`src/sdram_cfg_pkg.sv`:
```
// Purpose: Shared constants and types for the DRAM command front end
// Assumes: Single clock, commands sampled on the rising edge
// Notes:   Mode value layout, command codes and timing counts live here
package sdram_cfg_pkg;
   localparam int ROW_W  = 13;
   localparam int COL_W  = 9;
   localparam int BANK_W = 2;
   localparam int MODE_W = 12;

   // Mode field positions
   localparam int BL_LSB  = 0;
   localparam int BT_BIT  = 3;
   localparam int CL_LSB  = 4;
   localparam int OPM_LSB = 7;
   localparam int WBM_BIT = 9;
   // Address bit that widens a precharge to every bank
   localparam int ALL_BANK_BIT = 10;

   // Burst length codes
   localparam logic [2:0] BL_ONE  = 3'h0;
   localparam logic [2:0] BL_TWO  = 3'h1;
   localparam logic [2:0] BL_FOUR = 3'h2;
   localparam logic [2:0] BL_EIGHT = 3'h3;
   localparam logic [2:0] BL_ROW  = 3'h7;
   // Latency codes
   localparam logic [2:0] CL_TWO   = 3'h2;
   localparam logic [2:0] CL_THREE = 3'h3;
   localparam logic [1:0] OPM_NORMAL = 2'h0;

   localparam logic [8:0] BURST_ONE_LEN   = 9'h001;
   localparam logic [8:0] BURST_TWO_LEN   = 9'h002;
   localparam logic [8:0] BURST_FOUR_LEN  = 9'h004;
   localparam logic [8:0] BURST_EIGHT_LEN = 9'h008;
   localparam logic [COL_W-1:0] COL_ZERO  = 9'h000;
   localparam logic [COL_W-1:0] COL_ONE   = 9'h001;

   // Power-up wait
   localparam int  CLK_MHZ       = 200;
   localparam int  PWRUP_US      = 100;
   localparam int  PWRUP_CYC     = PWRUP_US * CLK_MHZ;
   localparam int  REFRESH_NEEDED = 2;
   localparam logic [2:0] LAT_ONE = 3'h1;

   // Command code {cs_n, ras_n, cas_n, we_n}
   typedef enum logic [3:0] {
      CMD_DESELECT  = 4'h8,
      CMD_MODE_LOAD = 4'h0,
      CMD_REFRESH   = 4'h1,
      CMD_PRECHARGE = 4'h2,
      CMD_ROW_OPEN  = 4'h3,
      CMD_WRITE     = 4'h4,
      CMD_READ      = 4'h5,
      CMD_STOP      = 4'h6,
      CMD_NOP       = 4'h7
   } cmd_t;

   typedef enum logic [2:0] {
      ST_POWER_WAIT = 3'b000,
      ST_NEED_PRE   = 3'b001,
      ST_NEED_REF   = 3'b010,
      ST_NEED_MODE  = 3'b011,
      ST_READY      = 3'b100
   } init_t;

   // Command and address bundle
   typedef struct packed {
      logic              cs_n;
      logic              ras_n;
      logic              cas_n;
      logic              we_n;
      logic [BANK_W-1:0] bank;
      logic [ROW_W-1:0]  addr;
   } cmd_bus_t;

   // Column stepping inputs
   typedef struct packed {
      logic [2:0]       len_code;
      logic             interleave;
      logic [COL_W-1:0] start_col;
      logic [COL_W-1:0] step;
   } col_req_t;
endpackage

```
`src/burst_col_gen.sv`:
```
// Purpose: Column address of the k-th access in a burst
// Assumes: Start column and step index given; purely combinational
// Notes:   Upper column bits outside the block always come from the start
`timescale 1ns/1ps
module burst_col_gen
   import sdram_cfg_pkg::*;
(
   input  sdram_cfg_pkg::col_req_t req,
   output logic [sdram_cfg_pkg::COL_W-1:0] col
);
   logic [COL_W-1:0] mask;
   logic [COL_W-1:0] seq;
   logic [COL_W-1:0] ilv;

   // Block mask from burst length; whole row uses all column bits
   always_comb begin
      case (req.len_code)
         BL_TWO:   mask = BURST_TWO_LEN - COL_ONE;
         BL_FOUR:  mask = BURST_FOUR_LEN - COL_ONE;
         BL_EIGHT: mask = BURST_EIGHT_LEN - COL_ONE;
         BL_ROW:   mask = {COL_W{1'b1}};
         default:  mask = COL_ZERO;
      endcase
   end

   // Sum wraps inside the block; row bursts wrap at the row end
   assign seq = (req.start_col + req.step) & mask;
   assign ilv = (req.start_col ^ req.step) & mask;

   // Interleave only for fixed lengths; the order bit is ignored for row bursts
   always_comb begin
      if (req.interleave && req.len_code != BL_ROW) begin
         col = (req.start_col & ~mask) | ilv;
      end else begin
         col = (req.start_col & ~mask) | seq;
      end
   end
endmodule // burst_col_gen

```
`src/sdram_cmd_front.sv`:
```
// Purpose: Command decode, mode storage, burst column and read timing
// Assumes: Controller drives commands on core_clk rising edge
// Notes:   Pins pass a three-stage filter, so internal timing trails the pins
//
// Notes on behaviour
// Row open captures bank and row
// Column command takes start column bits
// Controller waits power-up time with idle commands
// Idle commands cover end of wait
// Precharge all banks after wait
// Two refreshes before mode load
// Mode undefined until first load
// Mode value held until reloaded
// Mode fields in fixed bit positions
// Top address bit low during load
// Load only when idle, then wait
// Lengths 1,2,4,8 both orders; row sequential
// Row burst cut by stop command
// Burst wraps within aligned block
// Row burst wraps to first column
// Order bit selects sequential or interleaved
// Read latency two or three cycles
// Output drive starts one cycle before data
// Only zero operating mode is normal
// Controller avoids reserved codes
// New column accepted every cycle; the pin filter only takes a command held at least two cycles
// Mode load delay before next command
// Write burst bit forces single writes
// Length one: single column, order ignored
// Interleave XOR, sequential add modulo block
// Customary length and latency encodings
`timescale 1ns/1ps
module sdram_cmd_front
   import sdram_cfg_pkg::*;
#(
   parameter int PWRUP_CYCLES = PWRUP_CYC
)(
   input  logic                           core_clk,
   input  logic                           rst_n,
   input  sdram_cfg_pkg::cmd_bus_t        cmd_pins,
   output logic [sdram_cfg_pkg::BANK_W-1:0] access_bank_ff,
   output logic [sdram_cfg_pkg::ROW_W-1:0]  access_row_ff,
   output logic [sdram_cfg_pkg::COL_W-1:0]  access_col_ff,
   output logic                           access_valid_ff,
   output logic                           access_write_ff,
   output logic                           dq_drive_ff,
   output logic                           rd_data_valid_ff,
   output logic [sdram_cfg_pkg::MODE_W-1:0] mode_value_ff,
   output logic                           mode_valid_ff,
   output logic                           mode_reserved_ff,
   output logic                           init_done_ff,
   output logic                           seq_error_ff
);
   localparam int PW = $clog2(PWRUP_CYCLES + 1);
   localparam logic [PW-1:0] PW_LAST = PW'(PWRUP_CYCLES);
   localparam logic [1:0] REF_LAST = 2'(REFRESH_NEEDED);
   localparam int LAT_DEPTH = 4;

   cmd_bus_t s1_ff, s2_ff, s3_ff, cmd_ff;
   logic     take_ff;
   logic [1:0] data_tap;
   logic [1:0] drive_tap;
   init_t    init_ff, nxt_init;
   logic [PW-1:0] pw_cnt_ff;
   logic          idle_seen_ff;
   logic [1:0]    ref_cnt_ff;
   logic [ROW_W-1:0]  open_row_ff [2**BANK_W];
   logic [2**BANK_W-1:0] bank_open_ff;
   logic              burst_on_ff;
   logic              burst_wr_ff;
   logic [BANK_W-1:0] burst_bank_ff;
   logic [COL_W-1:0]  burst_start_ff;
   logic [COL_W-1:0]  burst_step_ff;
   logic [COL_W-1:0]  burst_left_ff;
   logic [LAT_DEPTH-1:0] rd_pipe_ff;
   logic [COL_W-1:0]  gen_col;
   col_req_t          creq;
   cmd_t              cmd;
   logic [COL_W-1:0]  len_cols;
   logic [2:0]        lat;

   // Length in columns for a length code; zero for reserved
   function automatic logic [COL_W-1:0] len_of(input logic [2:0] code);
      case (code)
         BL_ONE:   len_of = BURST_ONE_LEN;
         BL_TWO:   len_of = BURST_TWO_LEN;
         BL_FOUR:  len_of = BURST_FOUR_LEN;
         BL_EIGHT: len_of = BURST_EIGHT_LEN;
         BL_ROW:   len_of = {COL_W{1'b1}};     // Runs until stopped
         default:  len_of = COL_ZERO;
      endcase
   endfunction

   // Three-stage pin filter; a change counts when stages two and three agree
   always_ff @(posedge core_clk or negedge rst_n) begin
      if (!rst_n) begin
         s1_ff  <= '1;
         s2_ff  <= '1;
         s3_ff  <= '1;
         cmd_ff <= '1;
         take_ff <= 1'b0;
      end else begin
         s1_ff <= cmd_pins;
         s2_ff <= s1_ff;
         s3_ff <= s2_ff;
         // One strobe per new pin value; a command held for many cycles acts once
         take_ff <= (s2_ff == s3_ff) && (s3_ff != cmd_ff);
         if (s2_ff == s3_ff) begin
            cmd_ff <= s3_ff;
         end
      end
   end

   // Deselect dominates; between strobes the bus reads as deselect
   always_comb begin
      if (!take_ff || cmd_ff.cs_n) begin
         cmd = CMD_DESELECT;
      end else begin
         cmd = cmd_t'({1'b0, cmd_ff.ras_n, cmd_ff.cas_n, cmd_ff.we_n});
      end
   end

   // Power-up wait counter and idle-command witness
   always_ff @(posedge core_clk or negedge rst_n) begin
      if (!rst_n) begin
         pw_cnt_ff    <= '0;
         idle_seen_ff <= 1'b0;
      end else if (init_ff == ST_POWER_WAIT) begin
         if (pw_cnt_ff != PW_LAST) begin
            pw_cnt_ff <= pw_cnt_ff + 1'b1;
         end
         if (take_ff && (cmd == CMD_NOP || cmd == CMD_DESELECT)) begin
            idle_seen_ff <= 1'b1;
         end
      end
   end

   // Initialization tracker; the device only observes the sequence
   always_comb begin
      nxt_init = init_ff;
      case (init_ff)
         ST_POWER_WAIT: begin
            if (pw_cnt_ff == PW_LAST && idle_seen_ff) begin
               nxt_init = ST_NEED_PRE;
            end
         end
         ST_NEED_PRE: begin
            if (cmd == CMD_PRECHARGE && cmd_ff.addr[ALL_BANK_BIT]) begin
               nxt_init = ST_NEED_REF;
            end
         end
         ST_NEED_REF: begin
            if (cmd == CMD_REFRESH && ref_cnt_ff == REF_LAST - 2'h1) begin
               nxt_init = ST_NEED_MODE;
            end
         end
         ST_NEED_MODE: begin
            if (cmd == CMD_MODE_LOAD) begin
               nxt_init = ST_READY;
            end
         end
         ST_READY: nxt_init = ST_READY;
         default:  nxt_init = ST_POWER_WAIT;
      endcase
   end

   always_ff @(posedge core_clk or negedge rst_n) begin
      if (!rst_n) begin
         init_ff    <= ST_POWER_WAIT;
         ref_cnt_ff <= '0;
      end else begin
         init_ff <= nxt_init;
         if (init_ff == ST_NEED_REF && cmd == CMD_REFRESH) begin
            ref_cnt_ff <= ref_cnt_ff + 2'h1;
         end
      end
   end

   // Mode register: loaded only by the load command, otherwise held
   always_ff @(posedge core_clk or negedge rst_n) begin
      if (!rst_n) begin
         mode_value_ff <= '0;
         mode_valid_ff <= 1'b0;
      end else if (cmd == CMD_MODE_LOAD && bank_open_ff == '0 && !burst_on_ff) begin
         mode_value_ff <= cmd_ff.addr[MODE_W-1:0];
         mode_valid_ff <= 1'b1;
      end
   end

   // Field decode of the stored mode
   assign lat = mode_value_ff[CL_LSB +: 3];
   assign len_cols = len_of(mode_value_ff[BL_LSB +: 3]);

   // Reserved or unsupported mode codes are flagged for software
   always_ff @(posedge core_clk or negedge rst_n) begin
      if (!rst_n) begin
         mode_reserved_ff <= 1'b0;
      end else begin
         mode_reserved_ff <= mode_valid_ff &&
            ((len_cols == COL_ZERO) ||
             (lat != CL_TWO && lat != CL_THREE) ||
             (mode_value_ff[OPM_LSB +: 2] != OPM_NORMAL) ||
             (mode_value_ff[BL_LSB +: 3] == BL_ROW && mode_value_ff[BT_BIT]));
      end
   end

   // Out-of-order commands: non-idle command in power wait, row open or column command before ready, load while a row is open
   always_ff @(posedge core_clk or negedge rst_n) begin
      if (!rst_n) begin
         seq_error_ff <= 1'b0;
         init_done_ff <= 1'b0;
      end else begin
         init_done_ff <= (init_ff == ST_READY);
         if ((init_ff == ST_POWER_WAIT && cmd != CMD_NOP && cmd != CMD_DESELECT) ||
             (init_ff != ST_READY && (cmd == CMD_ROW_OPEN || cmd == CMD_READ ||
                                      cmd == CMD_WRITE)) ||
             (cmd == CMD_MODE_LOAD && bank_open_ff != '0)) begin
            seq_error_ff <= 1'b1;
         end
      end
   end

   // Row open: bank and row captured per bank; precharge closes
   always_ff @(posedge core_clk or negedge rst_n) begin
      if (!rst_n) begin
         bank_open_ff <= '0;
         for (int b = 0; b < 2**BANK_W; b++) begin
            open_row_ff[b] <= '0;
         end
      end else if (cmd == CMD_ROW_OPEN) begin
         open_row_ff[cmd_ff.bank]  <= cmd_ff.addr;
         bank_open_ff[cmd_ff.bank] <= 1'b1;
      end else if (cmd == CMD_PRECHARGE) begin
         if (cmd_ff.addr[ALL_BANK_BIT]) begin
            bank_open_ff <= '0;
         end else begin
            bank_open_ff[cmd_ff.bank] <= 1'b0;
         end
      end
   end

   // Burst engine; a new column command restarts at once
   always_ff @(posedge core_clk or negedge rst_n) begin
      if (!rst_n) begin
         burst_on_ff    <= 1'b0;
         burst_wr_ff    <= 1'b0;
         burst_bank_ff  <= '0;
         burst_start_ff <= '0;
         burst_step_ff  <= '0;
         burst_left_ff  <= '0;
      end else if ((cmd == CMD_READ || cmd == CMD_WRITE) && bank_open_ff[cmd_ff.bank]) begin
         burst_on_ff    <= 1'b1;
         burst_wr_ff    <= (cmd == CMD_WRITE);
         burst_bank_ff  <= cmd_ff.bank;
         burst_start_ff <= cmd_ff.addr[COL_W-1:0];
         burst_step_ff  <= '0;
         if (cmd == CMD_WRITE && mode_value_ff[WBM_BIT]) begin
            burst_left_ff <= BURST_ONE_LEN;
         end else begin
            burst_left_ff <= len_cols;
         end
      end else if (cmd == CMD_STOP || cmd == CMD_PRECHARGE) begin
         burst_on_ff <= 1'b0;
      end else if (burst_on_ff) begin
         burst_step_ff <= burst_step_ff + COL_ONE;
         if (mode_value_ff[BL_LSB +: 3] != BL_ROW || burst_wr_ff && mode_value_ff[WBM_BIT]) begin
            burst_left_ff <= burst_left_ff - COL_ONE;
            if (burst_left_ff <= COL_ONE) begin
               burst_on_ff <= 1'b0;
            end
         end
      end
   end

   assign creq.len_code   = (burst_wr_ff && mode_value_ff[WBM_BIT]) ? BL_ONE
                                                                     : mode_value_ff[BL_LSB +: 3];
   assign creq.interleave = mode_value_ff[BT_BIT];
   assign creq.start_col  = burst_start_ff;
   assign creq.step       = burst_step_ff;

   burst_col_gen u_col (
      .req (creq),
      .col (gen_col)
   );

   // Array access presented one cycle per column
   always_ff @(posedge core_clk or negedge rst_n) begin
      if (!rst_n) begin
         access_valid_ff <= 1'b0;
         access_write_ff <= 1'b0;
         access_bank_ff  <= '0;
         access_row_ff   <= '0;
         access_col_ff   <= '0;
      end else begin
         access_valid_ff <= burst_on_ff;
         access_write_ff <= burst_wr_ff;
         access_bank_ff  <= burst_bank_ff;
         access_row_ff   <= open_row_ff[burst_bank_ff];
         access_col_ff   <= gen_col;
      end
   end

   // Pipe taps; two-bit taps stay inside the pipe even for reserved codes
   assign data_tap  = 2'(lat - LAT_ONE);
   assign drive_tap = 2'(lat - LAT_ONE - LAT_ONE);

   // Read latency pipe: drive starts one cycle before data is valid
   always_ff @(posedge core_clk or negedge rst_n) begin
      if (!rst_n) begin
         rd_pipe_ff       <= '0;
         dq_drive_ff      <= 1'b0;
         rd_data_valid_ff <= 1'b0;
      end else begin
         rd_pipe_ff <= {rd_pipe_ff[LAT_DEPTH-2:0], burst_on_ff && !burst_wr_ff};
         dq_drive_ff      <= rd_pipe_ff[drive_tap];
         rd_data_valid_ff <= rd_pipe_ff[data_tap];
      end
   end
endmodule // sdram_cmd_front

```
`config.mk`:
```
export PLATFORM = sky130hd
export DESIGN_NAME = sdram_cmd_front
export DESIGN_NICKNAME = d
export VERILOG_FILES = /design/src/sdram_cfg_pkg.sv /design/src/burst_col_gen.sv /design/src/sdram_cmd_front.sv
export SDC_FILE = /design/constraint.sdc
export NUM_CORES = 1
export LEC_CHECK = 0
export BUFFER_PORTS_ARGS = -buffer_cell sky130_fd_sc_hd__buf_2
export CORE_MARGIN = 1
export CORE_UTILIZATION = 30
export CTS_CLUSTER_SIZE = 8
export DETAILED_ROUTE_END_ITERATION = 12
export HOLD_SLACK_MARGIN = 0.1
export SLEW_MARGIN = 15
export SYNTH_ARGS = -nofsm -noshare
export SYNTH_HDL_FRONTEND = slang
export SYNTH_SLANG_ARGS = --single-unit
```
`constraint.sdc`:
```
create_clock -name core_clk -period 2.3 [get_ports core_clk]
set_clock_uncertainty 0.1 [all_clocks]
set_input_delay 0.23 -clock core_clk [delete_from_list [all_inputs] [get_ports core_clk]]
set_output_delay 0.23 -clock core_clk [all_outputs]
set_load 0.005 [all_outputs]
```
==> results of run 1 <==
[cell families after synthesis]
| group | after synthesis | share of synthesized area [%] |
|---|---|---|
| AO/OA/AOI/OAI | 86 | 5.80 |
| XOR/XNOR | 70 | 6.22 |
| adder cells (fa/ha/maj) | 18 | 2.34 |
| buffers and inverters | 48 | 2.34 |
| flip-flops | 233 | 60.1 |
| multiplexers | 98 | 13.1 |
| AND/OR/NAND/NOR | 188 | 10.1 |
[power by group through the flow]
stage	logic [mW]	registers (mW)	clock network (mW)
after floorplan	0.0456	4.29	0
after global placement	0.166	4.30	0
after detailed placement	0.167	4.31	0
after CTS	0.193	4.24	4.67
after global routing	0.213	4.25	4.86
final	0.185	4.24	4.53
[layout make-up]
| type | count | share of cell area, % |
|---|---|---|
| flip-flops and latches | 233 | 49.3 |
| well taps | 442 | 4.60 |
| multi-input cells | 460 | 30.8 |
| clock buffers | 46 | 7.81 |
| clock inverters | 3 | 0.271 |
| repair buffers | 117 | 6.79 |
| inverters | 13 | 0.406 |
[metal layers]
layer	global-route usage (%)	part of all wire, %	vias to the layer above
li1	-	-	2844
met1	17.3	47	3037
met2	20.9	48	109
met3	2.62	3.9	36
met4	4.07	1.8	0
met5	0	0	-
[layout by cell type, fill, tap and decap left out, types with 13 or more instances in the layout]
cell | Yosys | layout
dfstp_2 | 76 | 76
dlygate4sd3_1 | 0 | 20
nand4_1 | 19 | 19
dfrtp_1 | 157 | 157
mux2_2 | 73 | 73
xor2_1 | 14 | 14
inv_1 | 13 | 13
buf_2 | 10 | 63
mux4_2 | 15 | 15
xnor2_1 | 56 | 56
a21oi_1 | 21 | 21
buf_4 | 6 | 30
clkbuf_16 | 0 | 36
o21ai_0 | 25 | 25
nand3_1 | 17 | 17
ha_1 | 16 | 16
nand2_1 | 63 | 63
nor2_1 | 28 | 28
[sequential cells by signal, summed over array words and instances, names as in the netlist, 2 cells and up]
register	cells
open_row_ff	52
cmd_ff	19
s1_ff	19
s2_ff	19
s3_ff	19
pw_cnt_ff	15
access_row_ff	13
mode_value_ff	12
access_col_ff	9
burst_left_ff	9
burst_start_ff	9
burst_step_ff	9
bank_open_ff	4
rd_pipe_ff	4
init_ff	3
access_bank_ff	2
burst_bank_ff	2
ref_cnt_ff	2
[per-stage QoR]
stage	setup WS (ps)	cell area [um2]	power, mW	cells
floorplan	263	9860	4.34	741
global placement	200	10800	4.47	1245
detailed placement	120	10800	4.47	1245
CTS	92.4	12000	9.11	1314
global route	11.5	12000	9.32	1314
finish	129	12000	8.96	1314
[worst paths after layout]
kind,endpoint,slack [ps],depth (start not counted)
max in group asynchronous,s2_ff[11]$_DFF_PN1_,1150,3
worst min register to register,s2_ff[16]$_DFF_PN1_,250,0
worst min-delay path,open_row_ff[2]$_DFFE_PN0P_,190,2
worst max-delay path,access_col_ff[8]$_DFF_PN0_,130,9
min in group core_clk,s2_ff[16]$_DFF_PN1_,250,0
worst max register to register,access_col_ff[8]$_DFF_PN0_,130,9
[timing repair]
item	CTS	global route
resized for setup	0	1
endpoints found under the hold margin	211	0
setup endpoints to repair	0	1
hold buffers	20	0
buffers inserted	0	0
==> results.md, run 1 <==
* Outcome: completed
* Power per cell area at 745 mW/mm2
* CTS root buffer: clkbuf_16
* EDFF count, synth at 0
* Critical path startpoint category: flip-flop
* Critical path's largest stage delay at 400 ps
* Sink Count at 233
* WP buf/inv at 2
* Initial antenna violation count at 0
* CP Class: flip-flop to flip-flop
* Gr usage total at 12.9%
* Vias at 6026
* Final Hold Vio Count at 0
* Sequential cell area at 0.00593 mm2
* Cell Area, Synth at 0.00986 mm2
* Grt ovf at 0
* # DRC at 0
* Core Footprint at 0.0325 mm2
* Clk pwr share at 50.6%
* Avg WL per Cell at 15.7 um
* Layout cells sized above 1 at 36.7%
* DR pass1 iterations at 4
* Starting Density at 30.4%
* Cell mode on critical path: o211ai_1
* Clk_lat worst skew at 500 ps
* Crit path required time at 2570 ps
* CP Capture Type: flip-flop
* P_sw at 1.86 mW
* Leading area contributor after synthesis: dfrtp_1
* Vias in the first global route at 6371
* Unrepaired setup endpoints after global routing: no
* Critical path startpoint: burst_step_ff[0]$_DFFE_PN0P_
* Period minus WS final at 2170 ps
* Die width at 183 um
* 1st-iter DRT viols at 293
* P_leak at 5.51 nW
* Port Buffer Count at 64
* First-pass GRT wire length at 34.1 mm
* Crit Path Max Fanout at 4
* Synth cell count leaders: 157 x dfrtp_1, 76 x dfstp_2, 73 x mux2_2
* Worst-path cell chain: ha_1 > inv_1 > fa_1 > nand2b_1 > a21oi_1 > buf_4 > o211ai_1 > o211ai_1 > o41ai_2
* R2r startpoint: burst_step_ff[0]$_DFFE_PN0P_
* Nets at 898
* CP max-delay cell: dfrtp_1
* Peak supply drop at 0.534 mV
* Async SR Flop Fraction at 100%
* Unique cell type count in the Yosys netlist at 69
* Peak Freq at 461 MHz
* Max_cap viols at 0
* Combinational power share at 2.1%
* Yosys warning count at 0
* WHS at 186 ps
* Tcrit/Tclk final at 94.4%
* # IOs at 65
* Clock Path Buffers at 3
* Post-synth top area share at 39.9%
* Largest net degree at the start of global routing at 65
* Main area contributors after synthesis: dfrtp_1 40%, dfstp_2 20%, mux2_2 8.3%
* Post-route ant nets at 0
* Critical path arrival at 2440 ps
* Final core utilization at 37.0%
* Net Sw Frac at 20.7%
* Net Count, Synth at 779
* Drt total wl at 20.6 mm
* H-tree depth at 2
* Filler Cells Inserted at 3122
* Class of the worst hold path: input port to async pin
* Number of diodes at 0
* Seq/Total Area, Yosys at 60.1%
* Worst slew margin at 59.6%
* Die H at 183 um
* Post-DP HPWL at 14.2 mm
* Final setup viols at 0
* Area growth from synthesis to layout at 22.0%
* P_int at 7.10 mW
* Final Max Slew Viols at 0
* CTS Buf Count at 35
* Vias per cell at 4.59
* CP delay by family, top: adder cells
* CTS tree: yes
* Seq pwr share at 47.4%
* Die Area at 0.0336 mm2
* Post-synth top flop: dfrtp_1
* Final RePlAce weighted congestion at 0.812
* # rows at 66
* Multi-input logic area at 0.00371 mm2
* Worst-margin pin slew at 606 ps
* Synth Register Bits at 233
* Total negative slack at 0 ps
* Most common cell in the netlist: dfrtp_1
* Post-Syn Instances at 741
* Syn avg cell area at 13.3 um2
* Clock slew at reported path FFs at 50 ps
(Power assumes the default switching activity.)
==> run 2, diff against run 1 <==
--- a/config.mk
+++ b/config.mk
@@ -6,11 +6,14 @@
 export NUM_CORES = 1
 export LEC_CHECK = 0
 export BUFFER_PORTS_ARGS = -buffer_cell sky130_fd_sc_hd__buf_2
+export CELL_PAD_IN_SITES_DETAIL_PLACEMENT = 1
+export CELL_PAD_IN_SITES_GLOBAL_PLACEMENT = 1
 export CORE_MARGIN = 1
 export CORE_UTILIZATION = 30
 export CTS_CLUSTER_SIZE = 8
 export DETAILED_ROUTE_END_ITERATION = 12
 export HOLD_SLACK_MARGIN = 0.1
+export PLACE_DENSITY_LB_ADDON = 0.1
 export SLEW_MARGIN = 15
 export SYNTH_ARGS = -nofsm -noshare
 export SYNTH_HDL_FRONTEND = slang
==> results.md, run 2 (synthesis results as in run 1) <==
* Sink Count at 233 (unchanged)
* Tcrit/Tclk final at 93.3% (was 94.4%)
* Combinational power share at 2.2% (was 2.1%)
* Placed Area at 0.0109 mm2 (was 0.0108 mm2)
* Vias at 6204 (was 6026)
* Power per cell area at 746 mW/mm2 (was 745 mW/mm2)
* Reg2reg path depth at 5 (was 9)
* Class of the worst hold path: input port to async pin (unchanged)
* CTS root buffer: clkbuf_16 (unchanged)
* Die Area at 0.0336 mm2 (unchanged)
* Initial antenna violation count at 0 (unchanged)
* Largest net degree at the start of global routing at 63 (was 65)
* Clock Path Buffers at 3 (unchanged)
* Final RePlAce weighted congestion at 0.839 (was 0.812)
* Clk pwr share at 50.9% (was 50.6%)
* P_leak at 5.55 nW (was 5.51 nW)
* Clock slew at reported path FFs at 50 ps (about the same)
* Post-route ant nets at 0 (unchanged)
* Max_cap viols at 0 (unchanged)
* Peak supply drop at 0.388 mV (was 0.534 mV)
* Crit Path Max Fanout at 22 (was 4)
* Area growth from synthesis to layout at 22.9% (was 22.0%)
* WHS at 170 ps (was 186 ps)
* Total negative slack at 0 ps (unchanged)
* P_int at 7.07 mW (was 7.10 mW)
* Die width at 183 um (unchanged)
* P_sw at 1.97 mW (was 1.86 mW)
* Vias per cell at 4.71 (was 4.59)
* Die H at 183 um (unchanged)
* Final Hold Vio Count at 0 (unchanged)
* Final core utilization at 37.3% (was 37.0%)
* Port Buffer Count at 64 (unchanged)
* Vias in the first global route at 7013 (was 6371)
* Grt ovf at 0 (unchanged)
* CTS tree: yes (unchanged)
* Drt total wl at 23.7 mm (was 20.6 mm)
* Gr usage total at 15.0% (was 12.9%)
* Most frequent cells in the layout: 157 x dfrtp_1, 76 x dfstp_2, 73 x mux2_2 (unchanged)
* # DRC at 0 (unchanged)
* Crit path required time at 2580 ps (was 2570 ps)
* H-tree depth at 2 (unchanged)
* Worst slew margin at 63.1% (was 59.6%)
* Worst-margin pin slew at 553 ps (was 606 ps)
* Post-DP HPWL at 16.4 mm (was 14.2 mm)
* Net Sw Frac at 21.8% (was 20.7%)
* # rows at 66 (unchanged)
* Number of diodes at 0 (unchanged)
* Design Area, Final at 0.0121 mm2 (was 0.0120 mm2)
* CTS Buf Count at 35 (unchanged)
* Outcome: completed (unchanged)
* Final setup viols at 0 (unchanged)
* Starting Density at 30.4% (unchanged)
* Total chip power at 9.04 mW (was 8.96 mW)
* Final Max Slew Viols at 0 (unchanged)
* Avg WL per Cell at 18.0 um (was 15.7 um)
* # IOs at 65 (unchanged)
* Reg2Reg Setup Slack at 150 ps (was 130 ps)
* Most flop-heavy register: open_row_ff (unchanged)
* First-pass GRT wire length at 39.1 mm (was 34.1 mm)
* Unrepaired setup endpoints after global routing: no (unchanged)
* Nets at 900 (was 898)
* Core Footprint at 0.0325 mm2 (unchanged)
* Clk_lat worst skew at 510 ps (was 500 ps)
* Period minus WS final at 2150 ps (was 2170 ps)
* Critical path arrival at 2420 ps (was 2440 ps)
* Most common cell after layout, fill and taps aside: dfrtp_1 (unchanged)
* CP Class: flip-flop to flip-flop (unchanged)
* Seq pwr share at 46.9% (was 47.4%)
* Layout cells sized above 1 at 37.0% (was 36.7%)
* Critical path startpoint category: flip-flop (unchanged)
* Flip-flop count of the largest register after layout at 52 (unchanged)
* CP Capture Type: flip-flop (unchanged)
* 1st-iter DRT viols at 201 (was 293)
* Peak Freq at 466 MHz (was 461 MHz)
* DR pass1 iterations at 4 (unchanged)
-- run 2: power groups by stage --
stage | registers (mW) | logic [mW] | clock network [mW]
final | 4.24 | 0.195 | 4.60
after global routing | 4.24 | 0.222 | 4.97
after CTS | 4.24 | 0.204 | 4.79
after detailed placement | 4.30 | 0.178 | 0
after global placement | 4.30 | 0.173 | 0
after floorplan | 4.29 | 0.0456 | 0
-- run 2: final cells by class --
type,instances,area [um2]
Sequential cell,233,5930
Multi-Input combinational cell,460,3710
Inverter,13,48.8
Clock inverter,4,60.1
Tap cell,442,553
Timing Repair Buffer,119,893
Clock buffer,46,917
Fill cell,3416,20300
-- run 2: final timing paths --
path,start,end
setup / recovery,cmd_ff[17]$_DFFE_PN1P_,burst_left_ff[7]$_DFFE_PN0P_
hold / removal,rst_n,access_col_ff[7]$_DFF_PN0_
setup reg to reg,cmd_ff[17]$_DFFE_PN1P_,burst_left_ff[7]$_DFFE_PN0P_
hold reg to reg,s1_ff[11]$_DFF_PN1_,s2_ff[11]$_DFF_PN1_
max in group asynchronous,rst_n,cmd_ff[5]$_DFFE_PN1P_
min in group core_clk,s1_ff[11]$_DFF_PN1_,s2_ff[11]$_DFF_PN1_
-- run 2: timing repair --
| item | CTS | global route |
|---|---|---|
| hold buffers | 20 | 0 |
| setup buffers | 0 | 3 |
| endpoints found under the hold margin | 151 | 0 |
| endpoints found under the setup margin | 0 | 1 |
| gates resized for setup | 0 | 3 |
-- run 2: per-stage QoR --
stage          worst slack (ps)  cells
6_report                    155   1317
5_1_grt                    6.85   1317
4_1_cts                    89.7   1314
3_5_place_dp                116   1244
3_3_place_gp                173   1244
2_1_floorplan               263    741
-- run 2: worst max-delay path, stage by stage (launching register included) --
cell and delay [ps]:
dfstp_2 620, or3b_1 460, a211o_1 300, buf_12 170
a21oi_2 270, a21oi_1 80
-- run 2: metal layers --
layer  up-vias  GRT usage (%)  part of all wire (%)
li1       2847              -                     -
met1      3221           19.2                    45
met2        95           25.5                    50
met3        41           2.88                   3.6
met4         0           4.70                   2.1
met5         -              0                     0
==> run 3, diff against run 2 <==
--- a/config.mk
+++ b/config.mk
@@ -7,11 +7,12 @@
 export LEC_CHECK = 0
 export BUFFER_PORTS_ARGS = -buffer_cell sky130_fd_sc_hd__buf_2
 export CELL_PAD_IN_SITES_DETAIL_PLACEMENT = 1
-export CELL_PAD_IN_SITES_GLOBAL_PLACEMENT = 1
+export CELL_PAD_IN_SITES_GLOBAL_PLACEMENT = 2
 export CORE_MARGIN = 1
 export CORE_UTILIZATION = 30
 export CTS_CLUSTER_SIZE = 8
 export DETAILED_ROUTE_END_ITERATION = 12
+export GPL_TIMING_DRIVEN = 0
 export HOLD_SLACK_MARGIN = 0.1
 export PLACE_DENSITY_LB_ADDON = 0.1
 export SLEW_MARGIN = 15
==> results.md, run 3 (synthesis results as in run 1) <==
* Outcome: completed (unchanged)
* Net Sw Frac at 21.8% (about the same)
* Avg WL per Cell at 17.8 um (was 18.0 um)
* Clk_lat worst skew at 510 ps (about the same)
* Largest net degree at the start of global routing at 111 (was 63)
* Placed instance count at 1249 (was 1244)
* Port Buffer Count at 64 (unchanged)
* Flip-flop count of the largest register after layout at 52 (unchanged)
* Most frequent cells in the layout: 156 x dfrtp_1, 76 x dfstp_2, 73 x mux2_2 (was 157 x dfrtp_1, 76 x dfstp_2, 73 x mux2_2)
* Critical path arrival at 2530 ps (was 2420 ps)
* Final setup viols at 0 (unchanged)
* Unrepaired setup endpoints after global routing: yes (was no)
* CP max-delay cell: dfstp_2 (unchanged)
* Clk pwr share at 51.3% (was 50.9%)
* Post-DP HPWL at 16.4 mm (about the same)
* Grt ovf at 0 (unchanged)
* CTS tree: yes (unchanged)
* Clock Path Buffers at 3 (unchanged)
* 1st-iter DRT viols at 199 (was 201)
* Power per cell area at 753 mW/mm2 (was 746 mW/mm2)
* WHS at 189 ps (was 170 ps)
* Post-route setup slack at 56.3 ps (was 155 ps)
* CP delay by family, top: simple AND/OR/NAND/NOR gates (was compound AO/OA/AOI/OAI gates)
* Final Hold Vio Count at 0 (unchanged)
* Setup WS pre-CTS at -166 ps (was 116 ps)
* P_leak at 5.51 nW (was 5.55 nW)
* DR pass1 iterations at 4 (unchanged)
* Critical path startpoint: cmd_ff[18]$_DFFE_PN1P_ (was cmd_ff[17]$_DFFE_PN1P_)
* WP buf/inv at 1 (unchanged)
* Critical path's largest stage delay at 590 ps (was 620 ps)
* Initial antenna violation count at 0 (unchanged)
* Clock slew at reported path FFs at 50 ps (about the same)
* Seq pwr share at 46.6% (was 46.9%)
* # rows at 66 (unchanged)
* Peak Freq at 446 MHz (was 466 MHz)
* P_sw at 1.98 mW (was 1.97 mW)
* Crit path required time at 2590 ps (was 2580 ps)
* P_int at 7.12 mW (was 7.07 mW)
* Area growth from synthesis to layout at 22.7% (was 22.9%)
* CP Class: flip-flop to flip-flop (unchanged)
* Final RePlAce weighted congestion at 0.763 (was 0.839)
* Worst-margin pin slew at 815 ps (was 553 ps)
* Period minus WS final at 2240 ps (was 2150 ps)
* H-tree depth at 2 (unchanged)
* Vias per cell at 4.64 (was 4.71)
* Nets at 906 (was 900)
* Starting Density at 30.4% (unchanged)
* Max_cap viols at 0 (unchanged)
* CTS root buffer: clkbuf_16 (unchanged)
* Combinational power share at 2.1% (was 2.2%)
* # DRC at 0 (unchanged)
* Drt total wl at 23.7 mm (about the same)
* Worst slew margin at 45.7% (was 63.1%)
* CTS Buf Count at 35 (unchanged)
* R2r startpoint: cmd_ff[18]$_DFFE_PN1P_ (was cmd_ff[17]$_DFFE_PN1P_)
* Die width at 183 um (unchanged)
* Core Footprint at 0.0325 mm2 (unchanged)
* Worst-path cell chain: nand2b_1 > nor2_1 > and3_1 > nand2_1 > buf_4 > mux2_2 (was or3b_1 > a211o_1 > buf_12 > a21oi_2 > a21oi_1)
* Post-route ant nets at 0 (unchanged)
* Crit Path Max Fanout at 10 (was 22)
* Die Area at 0.0336 mm2 (unchanged)
* Fin cells at 1331 (was 1317)
* Vias in the first global route at 6925 (was 7013)
* Most common cell after layout, fill and taps aside: dfrtp_1 (unchanged)
* Vias at 6176 (was 6204)
* Sink Count at 233 (unchanged)
* Most flop-heavy register: open_row_ff (unchanged)
* CP Capture Type: flip-flop (unchanged)
* Class of the worst hold path: input port to async pin (unchanged)
* First-pass GRT wire length at 38.7 mm (was 39.1 mm)
* Peak supply drop at 0.604 mV (was 0.388 mV)
* Final Max Slew Viols at 0 (unchanged)
* Layout cells sized above 1 at 35.8% (was 37.0%)
* Die H at 183 um (unchanged)
* Gr usage total at 14.8% (was 15.0%)
* Tcrit/Tclk final at 97.6% (was 93.3%)
* # IOs at 65 (unchanged)
* Critical path startpoint category: flip-flop (unchanged)
==> run 3: power groups by stage <==
stage          Clock, mW  Sequential (mW)  Combinational (mW)
2_1_floorplan          0             4.29              0.0456
5_1_grt             5.02             4.24               0.220
4_1_cts             4.86             4.24               0.204
3_3_place_gp           0             4.30               0.153
3_5_place_dp           0             4.31               0.172
6_report            4.67             4.24               0.193
==> run 3: worst paths after layout <==
path / endpoint / slack, ps / depth (start not counted)
hold reg to reg: s2_ff[4]$_DFF_PN1_ / 250 / 0
setup / recovery: open_row_ff[44]$_DFFE_PN0P_ / 60 / 6
hold / removal: pw_cnt_ff[4]$_DFFE_PN0P_ / 190 / 3
setup reg to reg: open_row_ff[44]$_DFFE_PN0P_ / 60 / 6
min in group core_clk: s2_ff[4]$_DFF_PN1_ / 250 / 0
max in group asynchronous: s3_ff[10]$_DFF_PN1_ / 1330 / 3
==> run 3: metal layers <==
layer	track usage [%]	wire, um	vias to the layer above	part of all wire (%)
met5	0	0	-	0
met4	4.70	567	0	2.4
met3	2.64	800	42	3.4
met2	24.5	11500	91	48
met1	19.7	10800	3175	46
li1	-	-	2868	-
==> run 3: worst min-delay path, stage by stage <==
cell and delay [ps]:
dlygate4sd3_1 570, buf_8 150, buf_12 190
==> run 3: cell type report <==
cell class	instances	area [um2]
inverters	13	48.8
diodes	1	2.50
flip-flops and latches	233	5930
plain buffers	35	185
clock buffers	53	943
multi-input cells	460	3740
repair buffers	90	628
fillers	3434	20400
well taps	442	553
clock inverters	4	63.8
==> run 3: what timing repair did <==
item | 4_1_cts | 5_1_grt
buffers inserted | 2 | 1
endpoints found under the setup margin | 42 | 29
gates resized for setup | 5 | 7
pin swaps | 0 | 2
hold buffers | 21 | 0
endpoints found under the hold margin | 176 | 0
==> run 3: metrics by stage <==
step	util (%)	TNS, ps	instance area, um2	total power, mW
after floorplan	-	0	9860	4.34
after global placement	33.1	-623620	10700	4.46
after detailed placement	33.3	-3240	10800	4.48
after CTS	37.1	0	12100	9.31
after global routing	37.3	-1100	12100	9.49
final	37.3	0	12100	9.10
